$ cat config.mk
export PLATFORM = sky130hd
export DESIGN_NAME = pamx_top
export DESIGN_NICKNAME = d
export VERILOG_FILES = /design/src/pamx_pkg.sv /design/src/pamx_top.sv /design/src/pamx_pin_arb.sv
export VERILOG_INCLUDE_DIRS = /design/src /design/src/src
export SDC_FILE = /design/constraint.sdc
export NUM_CORES = 1
export LEC_CHECK = 0
export BUFFER_PORTS_ARGS = -buffer_cell sky130_fd_sc_hd__buf_2
export CAP_MARGIN = 20
export CORE_AREA = 2 2 88 90
export DETAILED_ROUTE_END_ITERATION = 16
export DIE_AREA = 0 0 90 92
export PLACE_DENSITY_LB_ADDON = 0.1
export SYNTH_ARGS = -nofsm -noshare
export SYNTH_HDL_FRONTEND = slang
export SYNTH_SLANG_ARGS = --single-unit
export TNS_END_PERCENT = 20
$ cat constraint.sdc
create_clock -name pclk -period 2.5 [get_ports pclk]
set_input_delay 0.75 -clock pclk [delete_from_list [all_inputs] [get_ports pclk]]
set_output_delay 0.75 -clock pclk [all_outputs]
set_load 0.03 [all_outputs]
$ cat src/pamx_map.svh
// register map, field positions, reset values and masks of the port a pin mux
// assumes 32-bit apb data, one aligned word per register
`ifndef PAMX_MAP_SVH
`define PAMX_MAP_SVH

`define PAMX_ADDR_W          8
`define PAMX_OFF_ANSEL       8'h00
`define PAMX_OFF_PINS        8'h04
`define PAMX_OFF_LATCH       8'h08
`define PAMX_OFF_DIR         8'h0C
`define PAMX_OFF_SLEW        8'h10
`define PAMX_OFF_OSC         8'h14
`define PAMX_OFF_STATUS      8'h18

`define PAMX_ANSEL_MASK      8'h2F
`define PAMX_SLEW_MASK       8'h1F
`define PAMX_ANSEL_RST       8'h2F
`define PAMX_LATCH_RST       8'h00
`define PAMX_DIR_RST         8'hFF
`define PAMX_SLEW_RST        8'h1F

`define PAMX_OSC_MODE_LSB    0
`define PAMX_OSC_MODE_W      2
`define PAMX_OSC_MODE_RST    2'h0

`define PAMX_STAT_CLKOUT_BIT 0
`define PAMX_STAT_EXT_BIT    1
`define PAMX_STAT_DAC_BIT    2

`define PAMX_CLK_DIV         2'h2

`endif

$ cat src/pamx_pkg.sv
// types and mode decoding shared by the port a pin mux files
// assumes nothing beyond the map header
package pamx_pkg;

    typedef enum logic [1:0] {
        PAMX_OSC_INT,
        PAMX_OSC_INT_CLKOUT,
        PAMX_OSC_RC,
        PAMX_OSC_XTAL
    } pamx_osc_mode_t;

    function automatic logic pamx_is_external(input pamx_osc_mode_t m);
        return (m == PAMX_OSC_RC) || (m == PAMX_OSC_XTAL);
    endfunction : pamx_is_external

    function automatic logic pamx_clkout_on(input pamx_osc_mode_t m);
        return (m == PAMX_OSC_RC) || (m == PAMX_OSC_INT_CLKOUT);
    endfunction : pamx_clkout_on

endpackage : pamx_pkg

$ cat src/pamx_top.sv
// port a pin function multiplexer with apb register file
// assumes pins are outside the pclk domain; peripheral sources are on pclk
//
// Behaviour
// - bit 7 drives latch; released in external oscillator
// - bit 7 reads pin; disabled in external oscillator
// - external clock follows crystal input, ignoring direction
// - only highest priority enabled source drives pin
// - fixed per-bit priority: dac, sr, comparator, osc
// - analog inputs stay out of output arbitration
// - digital outputs still drive pins in analog mode
// - unimplemented bits read zero, writes ignored
// - analog select disables the digital input buffer
// - bit 6 latch only internal oscillator, no clockout
// - rc mode clock out is crystal input over four
//
// The address map and the APB slave port are this design's own decisions.
`include "pamx_map.svh"

module pamx_top (
    input  wire logic                          pclk,
    input  wire logic                          presetn,
    input  wire logic                          psel,
    input  wire logic                          penable,
    input  wire logic                          pwrite,
    input  wire logic                   [31:0] paddr,
    input  wire logic                   [31:0] pwdata,
    output logic                        [31:0] prdata,
    output logic                               pready,
    output logic                               pslverr,
    input  wire logic                    [7:0] port_a_pin_in,
    output logic                         [7:0] port_a_pin_out,
    output logic                         [7:0] port_a_pin_oe,
    input  wire logic                          dac_output_en,
    input  wire logic                          sr_latch_q,
    input  wire logic                          sr_latch_q_en,
    input  wire logic                          sr_latch_q_inverted,
    input  wire logic                          sr_latch_q_inverted_en,
    input  wire logic                          comparator1_output,
    input  wire logic                          comparator1_output_en,
    input  wire logic                          comparator2_output,
    input  wire logic                          comparator2_output_en,
    output logic                               external_clock_in,
    output logic                               dac_output_connect,
    output logic                               crystal_out_connect,
    output logic                         [7:0] port_a_analog_enable,
    output logic                         [4:0] slew_rate_limit
);
    import pamx_pkg::*;

    // register file
    logic           [7:0] ansel_ff;
    logic           [7:0] nxt_ansel;
    logic           [7:0] latch_ff;
    logic           [7:0] nxt_latch;
    logic           [7:0] dir_ff;
    logic           [7:0] nxt_dir;
    logic           [7:0] slew_ff;
    logic           [7:0] nxt_slew;
    pamx_osc_mode_t       osc_ff;
    pamx_osc_mode_t       nxt_osc;

    // bus answer
    logic          [31:0] prdata_ff;
    logic          [31:0] nxt_prdata;
    logic                 pready_ff;
    logic                 nxt_pready;
    logic                 pslverr_ff;
    logic                 nxt_pslverr;

    // pin sampling; meta stage is read only by the sync stage
    logic           [7:0] pin_meta_ff;
    logic           [7:0] pin_sync_ff;
    logic                 xin_prev_ff;
    logic                 nxt_xin_prev;

    // clock-out divider
    logic           [1:0] div_cnt_ff;
    logic           [1:0] nxt_div_cnt;
    logic                 clk_out_ff;
    logic                 nxt_clk_out;

    // pin outputs
    logic           [7:0] pin_out_ff;
    logic           [7:0] pin_oe_ff;
    logic                 ext_clk_ff;
    logic                 dac_conn_ff;
    logic                 xtal_conn_ff;

    // arbitration results
    logic           [7:0] arb_val;
    logic           [7:0] arb_oe;
    logic           [7:0] arb_in_en;
    logic                 arb_dac;
    logic                 arb_xtal;

    logic                 setup_ph;
    logic                 wr_take;
    logic           [7:0] addr_lo;
    logic           [7:0] wbyte;
    logic           [7:0] pins_view;
    logic                 mapped;
    logic                 div_tick;
    logic                 addr_in_range;

    function automatic logic [31:0] pamx_zext(input logic [7:0] v);
        return {24'h000000, v};
    endfunction : pamx_zext

    assign setup_ph  = psel && !penable;
    assign addr_in_range = (paddr[31:8] == 24'h000000);
    // out-of-range writes are dropped too
    assign wr_take   = psel && penable && pready_ff && pwrite && addr_in_range;
    assign addr_lo   = paddr[7:0];
    assign wbyte     = pwdata[7:0];
    assign pins_view = pin_sync_ff & arb_in_en;

    // arbitration is combinational
    pamx_pin_arb u_arb (
        .latch                  (latch_ff),
        .dir                    (dir_ff),
        .ansel                  (ansel_ff),
        .osc_mode               (osc_ff),
        .clk_out_level          (clk_out_ff),
        .dac_output_en          (dac_output_en),
        .sr_latch_q             (sr_latch_q),
        .sr_latch_q_en          (sr_latch_q_en),
        .sr_latch_q_inverted    (sr_latch_q_inverted),
        .sr_latch_q_inverted_en (sr_latch_q_inverted_en),
        .comparator1_output     (comparator1_output),
        .comparator1_output_en  (comparator1_output_en),
        .comparator2_output     (comparator2_output),
        .comparator2_output_en  (comparator2_output_en),
        .pin_val                (arb_val),
        .pin_oe                 (arb_oe),
        .dig_in_en              (arb_in_en),
        .dac_connect            (arb_dac),
        .xtal_out_connect       (arb_xtal)
    );

    // register writes; pins and latch offsets both land in the latch
    always_comb begin
        nxt_ansel = ansel_ff;
        nxt_latch = latch_ff;
        nxt_dir   = dir_ff;
        nxt_slew  = slew_ff;
        nxt_osc   = osc_ff;

        if (wr_take) begin
            unique case (addr_lo)
                `PAMX_OFF_ANSEL: nxt_ansel = wbyte & `PAMX_ANSEL_MASK;
                `PAMX_OFF_PINS:  nxt_latch = wbyte;
                `PAMX_OFF_LATCH: nxt_latch = wbyte;
                `PAMX_OFF_DIR:   nxt_dir   = wbyte;
                `PAMX_OFF_SLEW:  nxt_slew  = wbyte & `PAMX_SLEW_MASK;
                `PAMX_OFF_OSC:   nxt_osc   = pamx_osc_mode_t'(
                    wbyte[`PAMX_OSC_MODE_LSB +: `PAMX_OSC_MODE_W]);
                default: ;
            endcase
        end
    end

    // dir resets to ones: pins wake as inputs
    always_ff @(posedge pclk or negedge presetn) begin
        if (!presetn) begin
            ansel_ff <= `PAMX_ANSEL_RST;
            latch_ff <= `PAMX_LATCH_RST;
            dir_ff   <= `PAMX_DIR_RST;
            slew_ff  <= `PAMX_SLEW_RST;
            osc_ff   <= PAMX_OSC_INT;
        end else begin
            ansel_ff <= nxt_ansel;
            latch_ff <= nxt_latch;
            dir_ff   <= nxt_dir;
            slew_ff  <= nxt_slew;
            osc_ff   <= nxt_osc;
        end
    end

    // read data is formed in setup, so the access phase never waits
    always_comb begin
        mapped      = 1'b1;
        nxt_prdata  = 32'h00000000;
        unique case (addr_lo)
            `PAMX_OFF_ANSEL:  nxt_prdata = pamx_zext(ansel_ff);
            `PAMX_OFF_PINS:   nxt_prdata = pamx_zext(pins_view);
            `PAMX_OFF_LATCH:  nxt_prdata = pamx_zext(latch_ff);
            `PAMX_OFF_DIR:    nxt_prdata = pamx_zext(dir_ff);
            `PAMX_OFF_SLEW:   nxt_prdata = pamx_zext(slew_ff);
            `PAMX_OFF_OSC:    nxt_prdata = pamx_zext({6'h00, osc_ff});
            `PAMX_OFF_STATUS: begin
                nxt_prdata[`PAMX_STAT_CLKOUT_BIT] = clk_out_ff;
                nxt_prdata[`PAMX_STAT_EXT_BIT]    = pamx_is_external(osc_ff);
                nxt_prdata[`PAMX_STAT_DAC_BIT]    = dac_conn_ff;
            end
            default: mapped = 1'b0;
        endcase

        if (!addr_in_range) begin
            mapped     = 1'b0;
            nxt_prdata = 32'h00000000;
        end
        // stale read data never leaks
        if (!setup_ph || pwrite) begin
            nxt_prdata = 32'h00000000;
        end

        nxt_pready  = setup_ph;
        nxt_pslverr = setup_ph && !mapped;
    end

    // zero wait states: one pready pulse
    always_ff @(posedge pclk or negedge presetn) begin
        if (!presetn) begin
            prdata_ff  <= 32'h00000000;
            pready_ff  <= 1'b0;
            pslverr_ff <= 1'b0;
        end else begin
            prdata_ff  <= nxt_prdata;
            pready_ff  <= nxt_pready;
            pslverr_ff <= nxt_pslverr;
        end
    end

    // two-stage pin synchroniser
    always_ff @(posedge pclk or negedge presetn) begin
        if (!presetn) begin
            pin_meta_ff <= 8'h00;
            pin_sync_ff <= 8'h00;
        end else begin
            pin_meta_ff <= port_a_pin_in;
            pin_sync_ff <= pin_meta_ff;
        end
    end

    // rc: count crystal-in rising edges; internal: count pclk edges.
    // a pclk-sampled crystal input above pclk/2 cannot be divided faithfully
    always_comb begin
        nxt_xin_prev = pin_sync_ff[7];
        div_tick     = (osc_ff == PAMX_OSC_RC) ? (pin_sync_ff[7] && !xin_prev_ff)
                                               : 1'b1;
        nxt_div_cnt  = div_cnt_ff;
        nxt_clk_out  = clk_out_ff;

        // cleared while off: new mode starts in phase
        if (!pamx_clkout_on(osc_ff)) begin
            nxt_div_cnt = 2'h0;
            nxt_clk_out = 1'b0;
        end else if (div_tick) begin
            if (div_cnt_ff == `PAMX_CLK_DIV - 2'h1) begin
                nxt_div_cnt = 2'h0;
                nxt_clk_out = !clk_out_ff;
            end else begin
                nxt_div_cnt = div_cnt_ff + 2'h1;
            end
        end
    end

    always_ff @(posedge pclk or negedge presetn) begin
        if (!presetn) begin
            xin_prev_ff <= 1'b0;
            div_cnt_ff  <= 2'h0;
            clk_out_ff  <= 1'b0;
        end else begin
            xin_prev_ff <= nxt_xin_prev;
            div_cnt_ff  <= nxt_div_cnt;
            clk_out_ff  <= nxt_clk_out;
        end
    end

    // registered pin drive; one cycle after any source or setting changes
    // pads see flops only, no comb glitches
    always_ff @(posedge pclk or negedge presetn) begin
        if (!presetn) begin
            pin_out_ff   <= 8'h00;
            pin_oe_ff    <= 8'h00;
            ext_clk_ff   <= 1'b0;
            dac_conn_ff  <= 1'b0;
            xtal_conn_ff <= 1'b0;
        end else begin
            pin_out_ff   <= arb_val;
            pin_oe_ff    <= arb_oe;

            // clock input ignores the direction bit entirely
            ext_clk_ff   <= pamx_is_external(osc_ff) && pin_sync_ff[7];
            dac_conn_ff  <= arb_dac;
            xtal_conn_ff <= arb_xtal;
        end
    end

    assign prdata               = prdata_ff;
    assign pready               = pready_ff;
    assign pslverr              = pslverr_ff;
    assign port_a_pin_out       = pin_out_ff;
    assign port_a_pin_oe        = pin_oe_ff;
    assign external_clock_in    = ext_clk_ff;
    assign dac_output_connect   = dac_conn_ff;
    assign crystal_out_connect  = xtal_conn_ff;
    assign port_a_analog_enable = ansel_ff;
    assign slew_rate_limit      = slew_ff[4:0];

endmodule : pamx_top

$ cat src/pamx_pin_arb.sv
// fixed-priority output arbitration and input gating for the eight port a pins
// assumes all sources come from logic on the same clock; purely combinational
module pamx_pin_arb (
    input  wire logic                    [7:0] latch,
    input  wire logic                    [7:0] dir,
    input  wire logic                    [7:0] ansel,
    input  pamx_pkg::pamx_osc_mode_t           osc_mode,
    input  wire logic                          clk_out_level,
    input  wire logic                          dac_output_en,
    input  wire logic                          sr_latch_q,
    input  wire logic                          sr_latch_q_en,
    input  wire logic                          sr_latch_q_inverted,
    input  wire logic                          sr_latch_q_inverted_en,
    input  wire logic                          comparator1_output,
    input  wire logic                          comparator1_output_en,
    input  wire logic                          comparator2_output,
    input  wire logic                          comparator2_output_en,
    output logic                         [7:0] pin_val,
    output logic                         [7:0] pin_oe,
    output logic                         [7:0] dig_in_en,
    output logic                               dac_connect,
    output logic                               xtal_out_connect
);
    import pamx_pkg::*;

    logic ext;
    logic xtal;

    always_comb begin
        ext              = pamx_is_external(osc_mode);
        xtal             = (osc_mode == PAMX_OSC_XTAL);
        // analog select never enters arbitration; a digital source still wins
        pin_val          = latch;
        pin_oe           = ~dir;
        dac_connect      = 1'b0;
        xtal_out_connect = 1'b0;
        dig_in_en        = dir & ~ansel;
        // bit 2: dac above latch
        if (dac_output_en) begin
            pin_oe[2]    = 1'b0;
            pin_val[2]   = 1'b0;
            dac_connect  = 1'b1;
            dig_in_en[2] = 1'b0;
        end
        // bit 4: sr q, then comparator 1, then latch
        if (sr_latch_q_en) begin
            pin_oe[4]  = 1'b1;
            pin_val[4] = sr_latch_q;
        end else if (comparator1_output_en) begin
            pin_oe[4]  = 1'b1;
            pin_val[4] = comparator1_output;
        end
        // bit 5: sr q inverted, then comparator 2, then latch
        if (sr_latch_q_inverted_en) begin
            pin_oe[5]  = 1'b1;
            pin_val[5] = sr_latch_q_inverted;
        end else if (comparator2_output_en) begin
            pin_oe[5]  = 1'b1;
            pin_val[5] = comparator2_output;
        end
        // bit 6: crystal out, then clock out, then latch (internal only)
        if (xtal) begin
            pin_oe[6]        = 1'b0;
            pin_val[6]       = 1'b0;
            xtal_out_connect = 1'b1;
            dig_in_en[6]     = 1'b0;
        end else if (pamx_clkout_on(osc_mode)) begin
            pin_oe[6]    = 1'b1;
            pin_val[6]   = clk_out_level;
            dig_in_en[6] = 1'b0;
        end
        // bit 7: crystal in owns the pin in every external mode
        if (ext) begin
            pin_oe[7]    = 1'b0;
            pin_val[7]   = 1'b0;
            dig_in_en[7] = 1'b0;
        end
    end

endmodule : pamx_pin_arb

* Word level (Yosys, flattened, before mapping) *
Index checks and enable logic that the tools add are counted.

storage, ports and cells
  bits in registers = 101
  input bits = 86
  output and inout bits = 66
  logic and storage cells = 96

operators by class
  add/subtract/negate cells = 1
  eq/ne operators = 12
  muxes and demuxes = 35
  bitwise logic cells = 4
  reductions and logical operators = 26

operator list
  operator                                                                number
  32-bit two-way mux                                                      2
  1-bit two-way mux                                                       28
  5-bit one-hot mux with 5 select lines                                   1
  8-bit by 5-bit equality test with 1-bit output (second input constant)  3
  24-bit logical NOT                                                      1
  3-bit one-hot mux with 7 select lines                                   1
  8-bit bitwise AND                                                       2
  8-bit by 4-bit equality test with 1-bit output (second input constant)  2
  2-bit AND reduction                                                     6
  8-bit by 3-bit equality test with 1-bit output (second input constant)  1
  1-bit logical AND                                                       8
  8-bit logical NOT                                                       1
  6-bit NOT with 8-bit output                                             1
  8-bit NOT                                                               1
  7-bit OR reduction                                                      1
  2-bit two-way mux                                                       3
  1-bit logical NOT                                                       5
  2-bit by 1-bit equality test with 1-bit output (second input constant)  2
  2-bit equality test (second input constant)                             2
  1-bit logical OR                                                        3
  2-bit by 1-bit adder with 2-bit output (second input constant)          1
  2-bit by 1-bit != test with 1-bit output (second input constant)        1
  2-bit != test (second input constant)                                   1
  2-bit OR reduction                                                      1

* Logic depth before layout (Yosys ltp) *
Gate-level depths: netlist of the first run.

  depth in word-level cells = 8
  mapped depth = 6
  depth with buffers taken out = 6

* Cells and area by module *
Synthesis of the first run repeated with hierarchy kept, for this count alone.

unflattened totals
  cell total of the unflattened synthesis = 272
  area, all modules = 3379.5 µm²

modules (own cells, without submodules)
  module        times used  cells each  area an instance (µm²)  seq. area each (µm²)
  pamx_top      1           236         3153.0                  1949.4
  pamx_pin_arb  1           36          226.5                   0.0

* Least setup slack after synthesis of the first run *
Ideal clock, no wire load.

  path kind = input to register
  start = input paddr[27]
  end = register latch_ff[0]
  library setup time = 0.125 ns
  arrival time = 2.307 ns
  data required time = 2.375 ns
  setup slack = 0.068 ns
  cell stages on the path = 4
  path buffers = 0
  cells stage by stage = nor4_1 > nand4_2 > nor4_4 > mux2_2

on the way
  longest elaborated chain between the ends = 3

RTL lines
  item                                  RTL line         text
  from (decl)                           pamx_top.sv:26   input wire logic [31:0] paddr,
  24-bit logical NOT                    pamx_top.sv:111  assign addr_in_range = (paddr[31:8] == 24'h000000);
  1-bit logical AND                     pamx_top.sv:113  assign wr_take = psel && penable && pready_ff && pwrite && addr_in_range;
  2-bit AND reduction (no source line)  -
  to (signal assigned)                  pamx_top.sv:167  latch_ff <= `PAMX_LATCH_RST;
  to (signal assigned)                  pamx_top.sv:173  latch_ff <= nxt_latch;
  to (decl)                             pamx_top.sv:54   logic [7:0] latch_ff;

No other way between the ends.
A chain may end at the register's enable or synchronous reset.

* Worst setup path after layout of the first run *
  start = input paddr[27]
  end = register dir_ff[0]

on the way
  longest elaborated chain between the ends = 3

RTL lines
  item                                  RTL line         text
  24-bit logical NOT                    pamx_top.sv:111
  1-bit logical AND                     pamx_top.sv:113
  2-bit AND reduction (no source line)  -
  to (signal assigned)                  pamx_top.sv:168  dir_ff <= `PAMX_DIR_RST;
  to (signal assigned)                  pamx_top.sv:174  dir_ff <= nxt_dir;
  to (decl)                             pamx_top.sv:56   logic [7:0] dir_ff;

No other way between the ends.

==> run metrics, run 1 <==
outcome completed; hold bufs inserted after CTS 0; most common cell in the netlist dfrtp_1; first-pass GRT wire length approximately 12 mm; core area 7450 sq um; Max rail drop VDD 0.347 mV; TritonRoute pass-1 iters 4; final net count 479; Final Critical Period 2.23 ns; CP cell instances buf_2 > nor4_1 > nand4_2 > buf_12 > nor4_4 > buf_4 > mux2_2; clk_skew ~0.0065 ns; post-route clock period utilization 89.4%; initial antenna violation count 0; Port-buffer cells 100; CTS tree yes; Routed WL per cell 14.5 um; starting density of the core 45.2%; fmax ~450 MHz; Leakage between 2 and 2.5 nW; Cell variety after synth between 40 and 50; Synth-to-Final Area Change 26.8%; H-tree depth 3; global placement routability congestion approximately 0.87; DR DRC count 0; startpoint types input port; synth cell count leaders dfrtp_1, mux2_2, buf_4, dfstp_2, nor2_1; CP startpoint paddr[27]; Via Count 2398; Fin. Hold Viols 0; maximum clock insertion buffer count 2; Setup Buffers After CTS 0; reg2reg path depth 6; vias in the first global route 2446; Worst R2R End prdata[1]; Num CTS Buffers 9; Final HPWL DP 5.48 mm; CP max stage cell nor4_1; mapped cell area 3360 sq um; cell taking the most area after synthesis dfrtp_1; Comb pwr share under 10%; RSZ-0062 raised after global routing false; DR iter-0 viols 80; Hold Crit Class input port to async pin; placed instance area 4050 sq um; Post-CTS Resized 0; # setup viols final 0; power density cells 584 nW/um^2; R2R setup slack 0.77 ns; #FFs+latches synth 77; largest net degree at the start of global routing 36; GRT overflow 0; clock share of power between 40% and 50%; Seq/Total Area, Yosys 58.0%; I/O Pins 152; Post-Route WL between 7 and 8 mm; die width 90 um; Clock Root Buffer clkbuf_8; worst-path maximum fanout 9; Reg clk slew, reported paths roughly 0.08 ns; Ant. Diodes 0; Worst Path Required between 2 and 3 ns; post-route cell area 4260 sq um; post-synthesis area per instance 12.7 sq um; sequential power share 51.1%; switching pwr 0.591 mW; row cnt 32; share of cells above drive strength 1 47.7%; die area 8280 sq um; max-slew violation count 0; Synth area leaders dfrtp_1, dfstp_2, mux2_2; Synth Instances 265; Async SR Flop Fraction 100%; crit-path max cell delay roughly 0.38 ns; Worst Path Arrival 2.51 ns; post-synth top area share a little over two fifths; sw frac 23.8%; via density per instance 4.82; DIE HEIGHT ~92 um; worst reg2reg path startpoint osc_ff[0]; ANT nets after route 0; fill count 670; dominant synthesized flop cell dfrtp_1; total design power 2.49 mW; synth warn 0; clk_lat worst skew 0.34 ns; Max Cap Viol 0; crit path kind input port to register; total track usage 18.5%; Critical Path End dir_ff[0]; Post-synth EDFFs 0; clk sink count 77; internal power 1.90 mW; Critical Path Sink Type register
-- sequential cells by signal, summed over array words and instances, names as in the netlist, 2 cells and up --
register and count:
pin_sync_ff 8, port_a_pin_out 8, osc_ff 2, latch_ff 8
prdata 8, dir_ff 8, pin_meta_ff 8, port_a_analog_enable 5
port_a_pin_oe 8, div_cnt_ff 2, slew_ff 5
-- routing by layer --
metal | vias to the layer above | track usage [%] | wire [um]
met3 | 11 | 5.92 | 518
li1 | 1149 | - | -
met2 | 94 | 32.0 | 3580
met1 | 1144 | 21.4 | 2980
met5 | - | 0 | 0
met4 | 0 | 7.18 | 130
-- stage by stage --
step | instances | setup slack [ns] | hold WS (ns) | utilization, % | TNS, ns
6_report | 498 | 0.266 | 0.337 | 57.3 | 0
5_1_grt | 498 | 0.183 | 0.361 | 57.3 | 0
4_1_cts | 498 | 0.274 | 0.342 | 57.3 | 0
3_5_place_dp | 482 | -0.0902 | 0.335 | 54.4 | -0.651
3_3_place_gp | 482 | -0.0785 | 0.333 | 54.4 | -0.445
2_1_floorplan | 291 | 0.0677 | 0.331 | - | 0
-- critical path, delay by kind of cell --
kind,cells,cell delay [ns]
AND/OR/NAND/NOR,3,0.91
multiplexers,1,0.34
buffers and inverters,3,0.50
-- power by group through the flow --
stage                     logic, mW  clock network (mW)  registers, mW
after global placement        0.213                   0           1.29
after global routing          0.234                1.08           1.27
after detailed placement      0.214                   0           1.29
after CTS                     0.215                1.03           1.27
after floorplan               0.123                   0           1.31
final                         0.213                1.00           1.27
-- kinds of logic (layout without fill, tap and decap cells) --
group / Yosys count / count (layout) / share of synthesized area (%)
simple gates: 79 / 79 / 15.2
other cells: 1 / 27 / 0.112
fa+ha+maj: 2 / 2 / 0.744
flops: 77 / 77 / 58.0
compound gates: 28 / 28 / 5.54
xor+xnor: 3 / 3 / 0.781
buf+inv: 40 / 145 / 7.48
mux: 35 / 35 / 12.2
-- how the worst min path moves through the flow --
stage                               from        endpoint  cells after the start
after floorplan           pin_meta_ff[0]  pin_sync_ff[0]                      0
final                            presetn   div_cnt_ff[1]                      1
after global routing             presetn   div_cnt_ff[1]                      1
after detailed placement  pin_meta_ff[0]  pin_sync_ff[0]                      0
after global placement    pin_meta_ff[0]  pin_sync_ff[0]                      0
after CTS                        presetn   div_cnt_ff[1]                      1
-- final cells by class --
class                           instances  area (sq um)  area share, %
Sequential cell                        77          1950           45.7
Inverter                                9          33.8          0.792
Multi-Input combinational cell        174          1260           29.5
Tap cell                              102           128           2.99
Timing Repair Buffer                  120           678           15.9
Clock buffer                           11           131           3.08
Clock inverter                          5          83.8           1.97
-- layout by cell type (no fill, tap or decap), types with 3 or more instances in the layout --
cell type   n
or3_1       3
nand3_1     5
nor4_1      7
conb_1     27
dfstp_2    18
nor2_1     15
buf_2      99
mux2i_1     5
nor3_1      4
a31oi_1     3
o21ai_0     9
dfrtp_1    59
nor4_4      4
inv_1       9
a21oi_1     3
clkbuf_8    9
buf_4      19
and3_1      3
nand4_1     3
nor2b_1     6
a211oi_1    3
nand2_1    14
a32oi_1     3
mux2_2     28
nand3b_1    3
No activity file was read; power rests on OpenSTA's default activity.
==> run 2, diff against run 1 <==
--- a/config.mk
+++ b/config.mk
@@ -6,12 +6,13 @@
 export SDC_FILE = /design/constraint.sdc
 export NUM_CORES = 1
 export LEC_CHECK = 0
+export ABC_CLOCK_PERIOD_IN_PS = 2500
 export BUFFER_PORTS_ARGS = -buffer_cell sky130_fd_sc_hd__buf_2
 export CAP_MARGIN = 20
-export CORE_AREA = 2 2 88 90
+export CORE_AREA = 2 2 98 81
 export DETAILED_ROUTE_END_ITERATION = 16
-export DIE_AREA = 0 0 90 92
-export PLACE_DENSITY_LB_ADDON = 0.1
+export DIE_AREA = 0 0 100 83
+export PLACE_DENSITY = 0.75
 export SYNTH_ARGS = -nofsm -noshare
 export SYNTH_HDL_FRONTEND = slang
 export SYNTH_SLANG_ARGS = --single-unit
==> run metrics, run 2 (synthesis results as in run 1) <==
Fin. Hold Viols 0 (unchanged); outcome completed (unchanged); TritonRoute pass-1 iters 4 (unchanged); Reg clk slew, reported paths 0.07 ns (was 0.08 ns); clk_skew 0.00772 ns (was 0.00649 ns); Max Cap Viol 0 (unchanged); Final HPWL DP 6.02 mm (was 5.48 mm); total design power 2.51 mW (was 2.49 mW); share of cells above drive strength 1 47.3% (was 47.7%); switching pwr 0.589 mW (was 0.591 mW); RSZ-0062 raised after global routing false (unchanged); ANT nets after route 0 (unchanged); total track usage 19.7% (was 18.5%); starting density of the core 46.2% (was 45.2%); fill count 627 (was 670); Ant. Diodes 0 (unchanged); clk_lat worst skew 0.35 ns (was 0.34 ns); crit path kind input port to register (unchanged); most frequent cells in the layout buf_2, dfrtp_1, mux2_2 (unchanged); Max rail drop VDD 0.268 mV (was 0.347 mV); clk sink count 77 (unchanged); Critical Path Sink Type register (unchanged); Port-buffer cells 100 (unchanged); fmax 451 MHz (was 448 MHz); R2R setup slack 0.90 ns (was 0.77 ns); final net count 478 (was 479); CP cell instances buf_2 > nor4_1 > nand4_2 > buf_12 > nor4_4 > buf_4 > mux2_2 (unchanged); largest net degree at the start of global routing 43 (was 36); row cnt 28 (was 32); initial antenna violation count 0 (unchanged); most common cell after layout, fill and taps aside buf_2 (unchanged); Clock Root Buffer clkbuf_8 (unchanged); Worst Path Arrival 2.45 ns (was 2.51 ns); Num CTS Buffers 9 (unchanged); via density per instance 5.11 (was 4.82); startpoint types input port (unchanged); core area 7290 sq um (was 7450 sq um); setup_tns 0 ns (unchanged); Hold Crit Class input port to async pin (unchanged); hold bufs inserted after CTS 0 (unchanged); sequential power share 50.6% (was 51.1%); # setup viols final 0 (unchanged); die area 8300 sq um (was 8280 sq um); cell class contributing the biggest share of worst-path delay simple AND/OR/NAND/NOR gates (unchanged); crit-path max cell delay 0.38 ns (about the same); Via Count 2476 (was 2398); Final Critical Period 2.21 ns (was 2.23 ns); sw frac 23.4% (was 23.8%); power density cells 592 nW/um^2 (was 584 nW/um^2); clock share of power 40.7% (was 40.4%); H-tree depth 3 (unchanged); Worst Path Required 2.73 ns (was 2.78 ns); worst reg2reg path startpoint osc_ff[0] (unchanged); internal power 1.92 mW (was 1.90 mW); Leakage 2.10 nW (about the same); die width 100 um (was 90 um); Synth-to-Final Area Change 26.2% (was 26.8%); first-pass GRT wire length 12.4 mm (was 11.7 mm); Comb pwr share 8.7% (was 8.5%); Routed WL per cell 16.6 um (was 14.5 um); DR iter-0 viols 83 (was 80); DR DRC count 0 (unchanged); post-route clock period utilization 88.6% (was 89.4%); max-slew violation count 0 (unchanged); reg2reg path depth 5 (was 6); Critical Path Stages 7 (unchanged); vias in the first global route 2425 (was 2446); CTS tree yes (unchanged); worst-path maximum fanout 9 (unchanged); Setup Buffers After CTS 0 (unchanged); Worst R2R End prdata[1] (unchanged); GRT overflow 0 (unchanged); maximum clock insertion buffer count 2 (unchanged); WP buf/inv 3 (unchanged); I/O Pins 152 (unchanged); global placement routability congestion 0.835 (was 0.865); CP max stage cell nor4_1 (unchanged); Post-Route WL 8.05 mm (was 7.21 mm); Post-CTS Resized 0 (unchanged); DIE HEIGHT 83 um (was 92 um)
-- run 2: cell type report --
| class | instances | area, sq um | area share, % |
|---|---|---|---|
| Clock inverter | 3 | 68.8 | 1.62 |
| Tap cell | 90 | 113 | 2.65 |
| Multi-Input combinational cell | 174 | 1260 | 29.7 |
| Timing Repair Buffer | 119 | 671 | 15.8 |
| Inverter | 9 | 33.8 | 0.796 |
| Clock buffer | 13 | 149 | 3.51 |
| Sequential cell | 77 | 1950 | 45.9 |
-- run 2: worst max-delay path by stage --
| stage | start | end | slack, ns |
|---|---|---|---|
| floorplan | paddr[27] | latch_ff[0] | 0.07 |
| global placement | paddr[27] | latch_ff[2] | -0.04 |
| detailed placement | paddr[21] | latch_ff[6] | -0.10 |
| CTS | paddr[21] | latch_ff[3] | 0.29 |
| global route | paddr[21] | latch_ff[5] | 0.21 |
| finish | paddr[21] | latch_ff[5] | 0.29 |
-- run 2: power groups by stage --
| stage | clock network (mW) | registers, mW | logic [mW] |
|---|---|---|---|
| after floorplan | 0 | 1.31 | 0.123 |
| after global placement | 0 | 1.29 | 0.213 |
| after detailed placement | 0 | 1.30 | 0.217 |
| after CTS | 1.06 | 1.27 | 0.218 |
| after global routing | 1.11 | 1.27 | 0.237 |
| final | 1.02 | 1.27 | 0.218 |
-- run 2: metrics by stage --
stage / std cells / hold WS (ns) / setup slack (ns) / area (sq um) / utilization, %
2_1_floorplan: 291 / 0.331 / 0.0677 / 3460 / -
3_3_place_gp: 469 / 0.334 / -0.0399 / 4030 / 55.3
3_5_place_dp: 469 / 0.335 / -0.100 / 4030 / 55.3
4_1_cts: 485 / 0.347 / 0.292 / 4240 / 58.2
5_1_grt: 485 / 0.354 / 0.209 / 4240 / 58.2
6_report: 485 / 0.348 / 0.285 / 4240 / 58.2
-- run 2: per-layer routing --
| metal | part of all wire, % | vias up | wire length, um | track usage (%) |
|---|---|---|---|---|
| li1 | - | 1143 | - | - |
| met1 | 43 | 1206 | 3490 | 24.5 |
| met2 | 47 | 110 | 3800 | 31.4 |
| met3 | 7.0 | 17 | 560 | 6.06 |
| met5 | 0 | - | 0 | 0 |
| met4 | 2.5 | 0 | 199 | 9.22 |
==> run 3, diff against run 2 <==
--- a/config.mk
+++ b/config.mk
@@ -9,9 +9,9 @@
 export ABC_CLOCK_PERIOD_IN_PS = 2500
 export BUFFER_PORTS_ARGS = -buffer_cell sky130_fd_sc_hd__buf_2
 export CAP_MARGIN = 20
-export CORE_AREA = 2 2 98 81
+export CORE_AREA = 10 10 106 89
 export DETAILED_ROUTE_END_ITERATION = 16
-export DIE_AREA = 0 0 100 83
+export DIE_AREA = 0 0 116 99
 export PLACE_DENSITY = 0.75
 export SYNTH_ARGS = -nofsm -noshare
 export SYNTH_HDL_FRONTEND = slang
==> run metrics, run 3 (synthesis results as in run 1) <==
hold bufs inserted after CTS 0 (unchanged); DIE HEIGHT 99 um (was 83 um); # setup viols final 0 (unchanged); vias in the first global route 2632 (was 2425); CTS tree yes (unchanged); post-route clock period utilization 88.4% (was 88.6%); Routed WL per cell 18.2 um (was 16.6 um); core area 7290 sq um (unchanged); most common cell after layout, fill and taps aside buf_2 (unchanged); CP startpoint paddr[27] (was paddr[21]); Critical Path Sink Type register (unchanged); I/O Pins 152 (unchanged); Ant. Diodes 0 (unchanged); final net count 478 (unchanged); clk_skew 0.00972 ns (was 0.00772 ns); max-slew violation count 0 (unchanged); Final Non-Filler Cells 485 (unchanged); setup_tns 0 ns (unchanged); Fin. Hold Viols 0 (unchanged); Final Critical Period 2.21 ns (about the same); Hold Crit Class input port to async pin (unchanged); placed instance count 469 (unchanged); clk sink count 77 (unchanged); clk_lat worst skew 0.35 ns (about the same); DR iter-0 viols 154 (was 83); Final HPWL DP 6.85 mm (was 6.02 mm); Reg clk slew, reported paths 0.08 ns (was 0.07 ns); maximum clock insertion buffer count 2 (unchanged); fmax 452 MHz (was 451 MHz); Leakage 2.10 nW (about the same); global placement routability congestion 0.867 (was 0.835); Port-buffer cells 100 (unchanged); initial antenna violation count 0 (unchanged); crit path kind input port to register (unchanged); Num CTS Buffers 9 (unchanged); worst reg2reg path startpoint osc_ff[0] (unchanged); die width 116 um (was 100 um); startpoint types input port (unchanged); Worst Path Required 2.72 ns (was 2.73 ns); first-pass GRT wire length 13.7 mm (was 12.4 mm); GRT overflow 0 (unchanged); share of cells above drive strength 1 47.8% (was 47.3%); ANT nets after route 0 (unchanged); Worst Path Arrival 2.44 ns (was 2.45 ns); Post-Route WL 8.84 mm (was 8.05 mm); via density per instance 5.09 (was 5.11); worst-path maximum fanout 9 (unchanged); Max rail drop VDD 0.331 mV (was 0.268 mV); H-tree depth 3 (unchanged); power density cells 594 nW/um^2 (was 592 nW/um^2); Setup Buffers After CTS 0 (unchanged); Via Count 2467 (was 2476); Max Cap Viol 0 (unchanged); starting density of the core 46.2% (unchanged); row cnt 28 (unchanged); die area 11500 sq um (was 8300 sq um); Clock Root Buffer clkbuf_8 (unchanged); TritonRoute pass-1 iters 4 (unchanged); most frequent cells in the layout buf_2, dfrtp_1, mux2_2 (unchanged); largest net degree at the start of global routing 40 (was 43); Post-CTS Resized 0 (unchanged); outcome completed (unchanged); total track usage 15.3% (was 19.7%); Synth-to-Final Area Change 26.4% (was 26.2%); RSZ-0062 raised after global routing false (unchanged); DR DRC count 0 (unchanged)
run 3: cell types whose count changed in the layout (fill, tap and decap cells not counted), sizes merged:
cell	previous run	this run
clkbuf	13	11
clkinvlp	0	2
run 3: area by class of cell:
class,instances,area (sq um)
clock buffer,11,141
fill,605,3040
timing repair buffer,119,671
sequential,77,1950
clock inverter,5,83.8
tap,90,113
inverter,9,33.8
multi-input combinational,174,1260
run 3: power breakdown:
group | switching, mW | internal [mW]
clock network | 0.450 | 0.591
registers | 0.00561 | 1.27
logic | 0.151 | 0.0641
total | 0.606 | 1.92
run 3: through the flow:
step | setup WS [ns] | hold WS (ns) | power (mW) | util (%) | area (sq um)
after floorplan | 0.0677 | 0.331 | 1.43 | - | 3460
after global placement | -0.0378 | 0.333 | 1.50 | 55.3 | 4030
after detailed placement | -0.0916 | 0.337 | 1.51 | 55.3 | 4030
after CTS | 0.278 | 0.354 | 2.56 | 58.3 | 4250
after global routing | 0.155 | 0.361 | 2.64 | 58.3 | 4250
final | 0.289 | 0.351 | 2.53 | 58.3 | 4250
run 3: worst max-delay path, stage by stage:
cell	delay (ns)
buf_2	0.11
nor4_1	0.35
nand4_2	0.18
buf_12	0.19
nor4_4	0.27
buf_4	0.22
mux2_2	0.35
run 3: routing by layer:
layer	up-vias	GRT usage, %	wire, um	part of all wire, %
met5	-	0	0	0
met4	0	4.42	84	0.95
met3	6	7.52	947	11
met2	122	25.2	4310	49
met1	1201	17.3	3500	40
li1	1138	-	-	-
run 3: worst paths after layout:
path                       slack (ns)                end  cells after the start
hold reg to reg                  0.35     pin_sync_ff[4]                      0
hold / removal                   0.35  port_a_pin_out[5]                      1
setup reg to reg                 0.87          prdata[1]                      6
min in group pclk                0.35     pin_sync_ff[4]                      0
max in group asynchronous        1.51          dir_ff[4]                      2
setup / recovery                 0.29        latch_ff[4]                      7
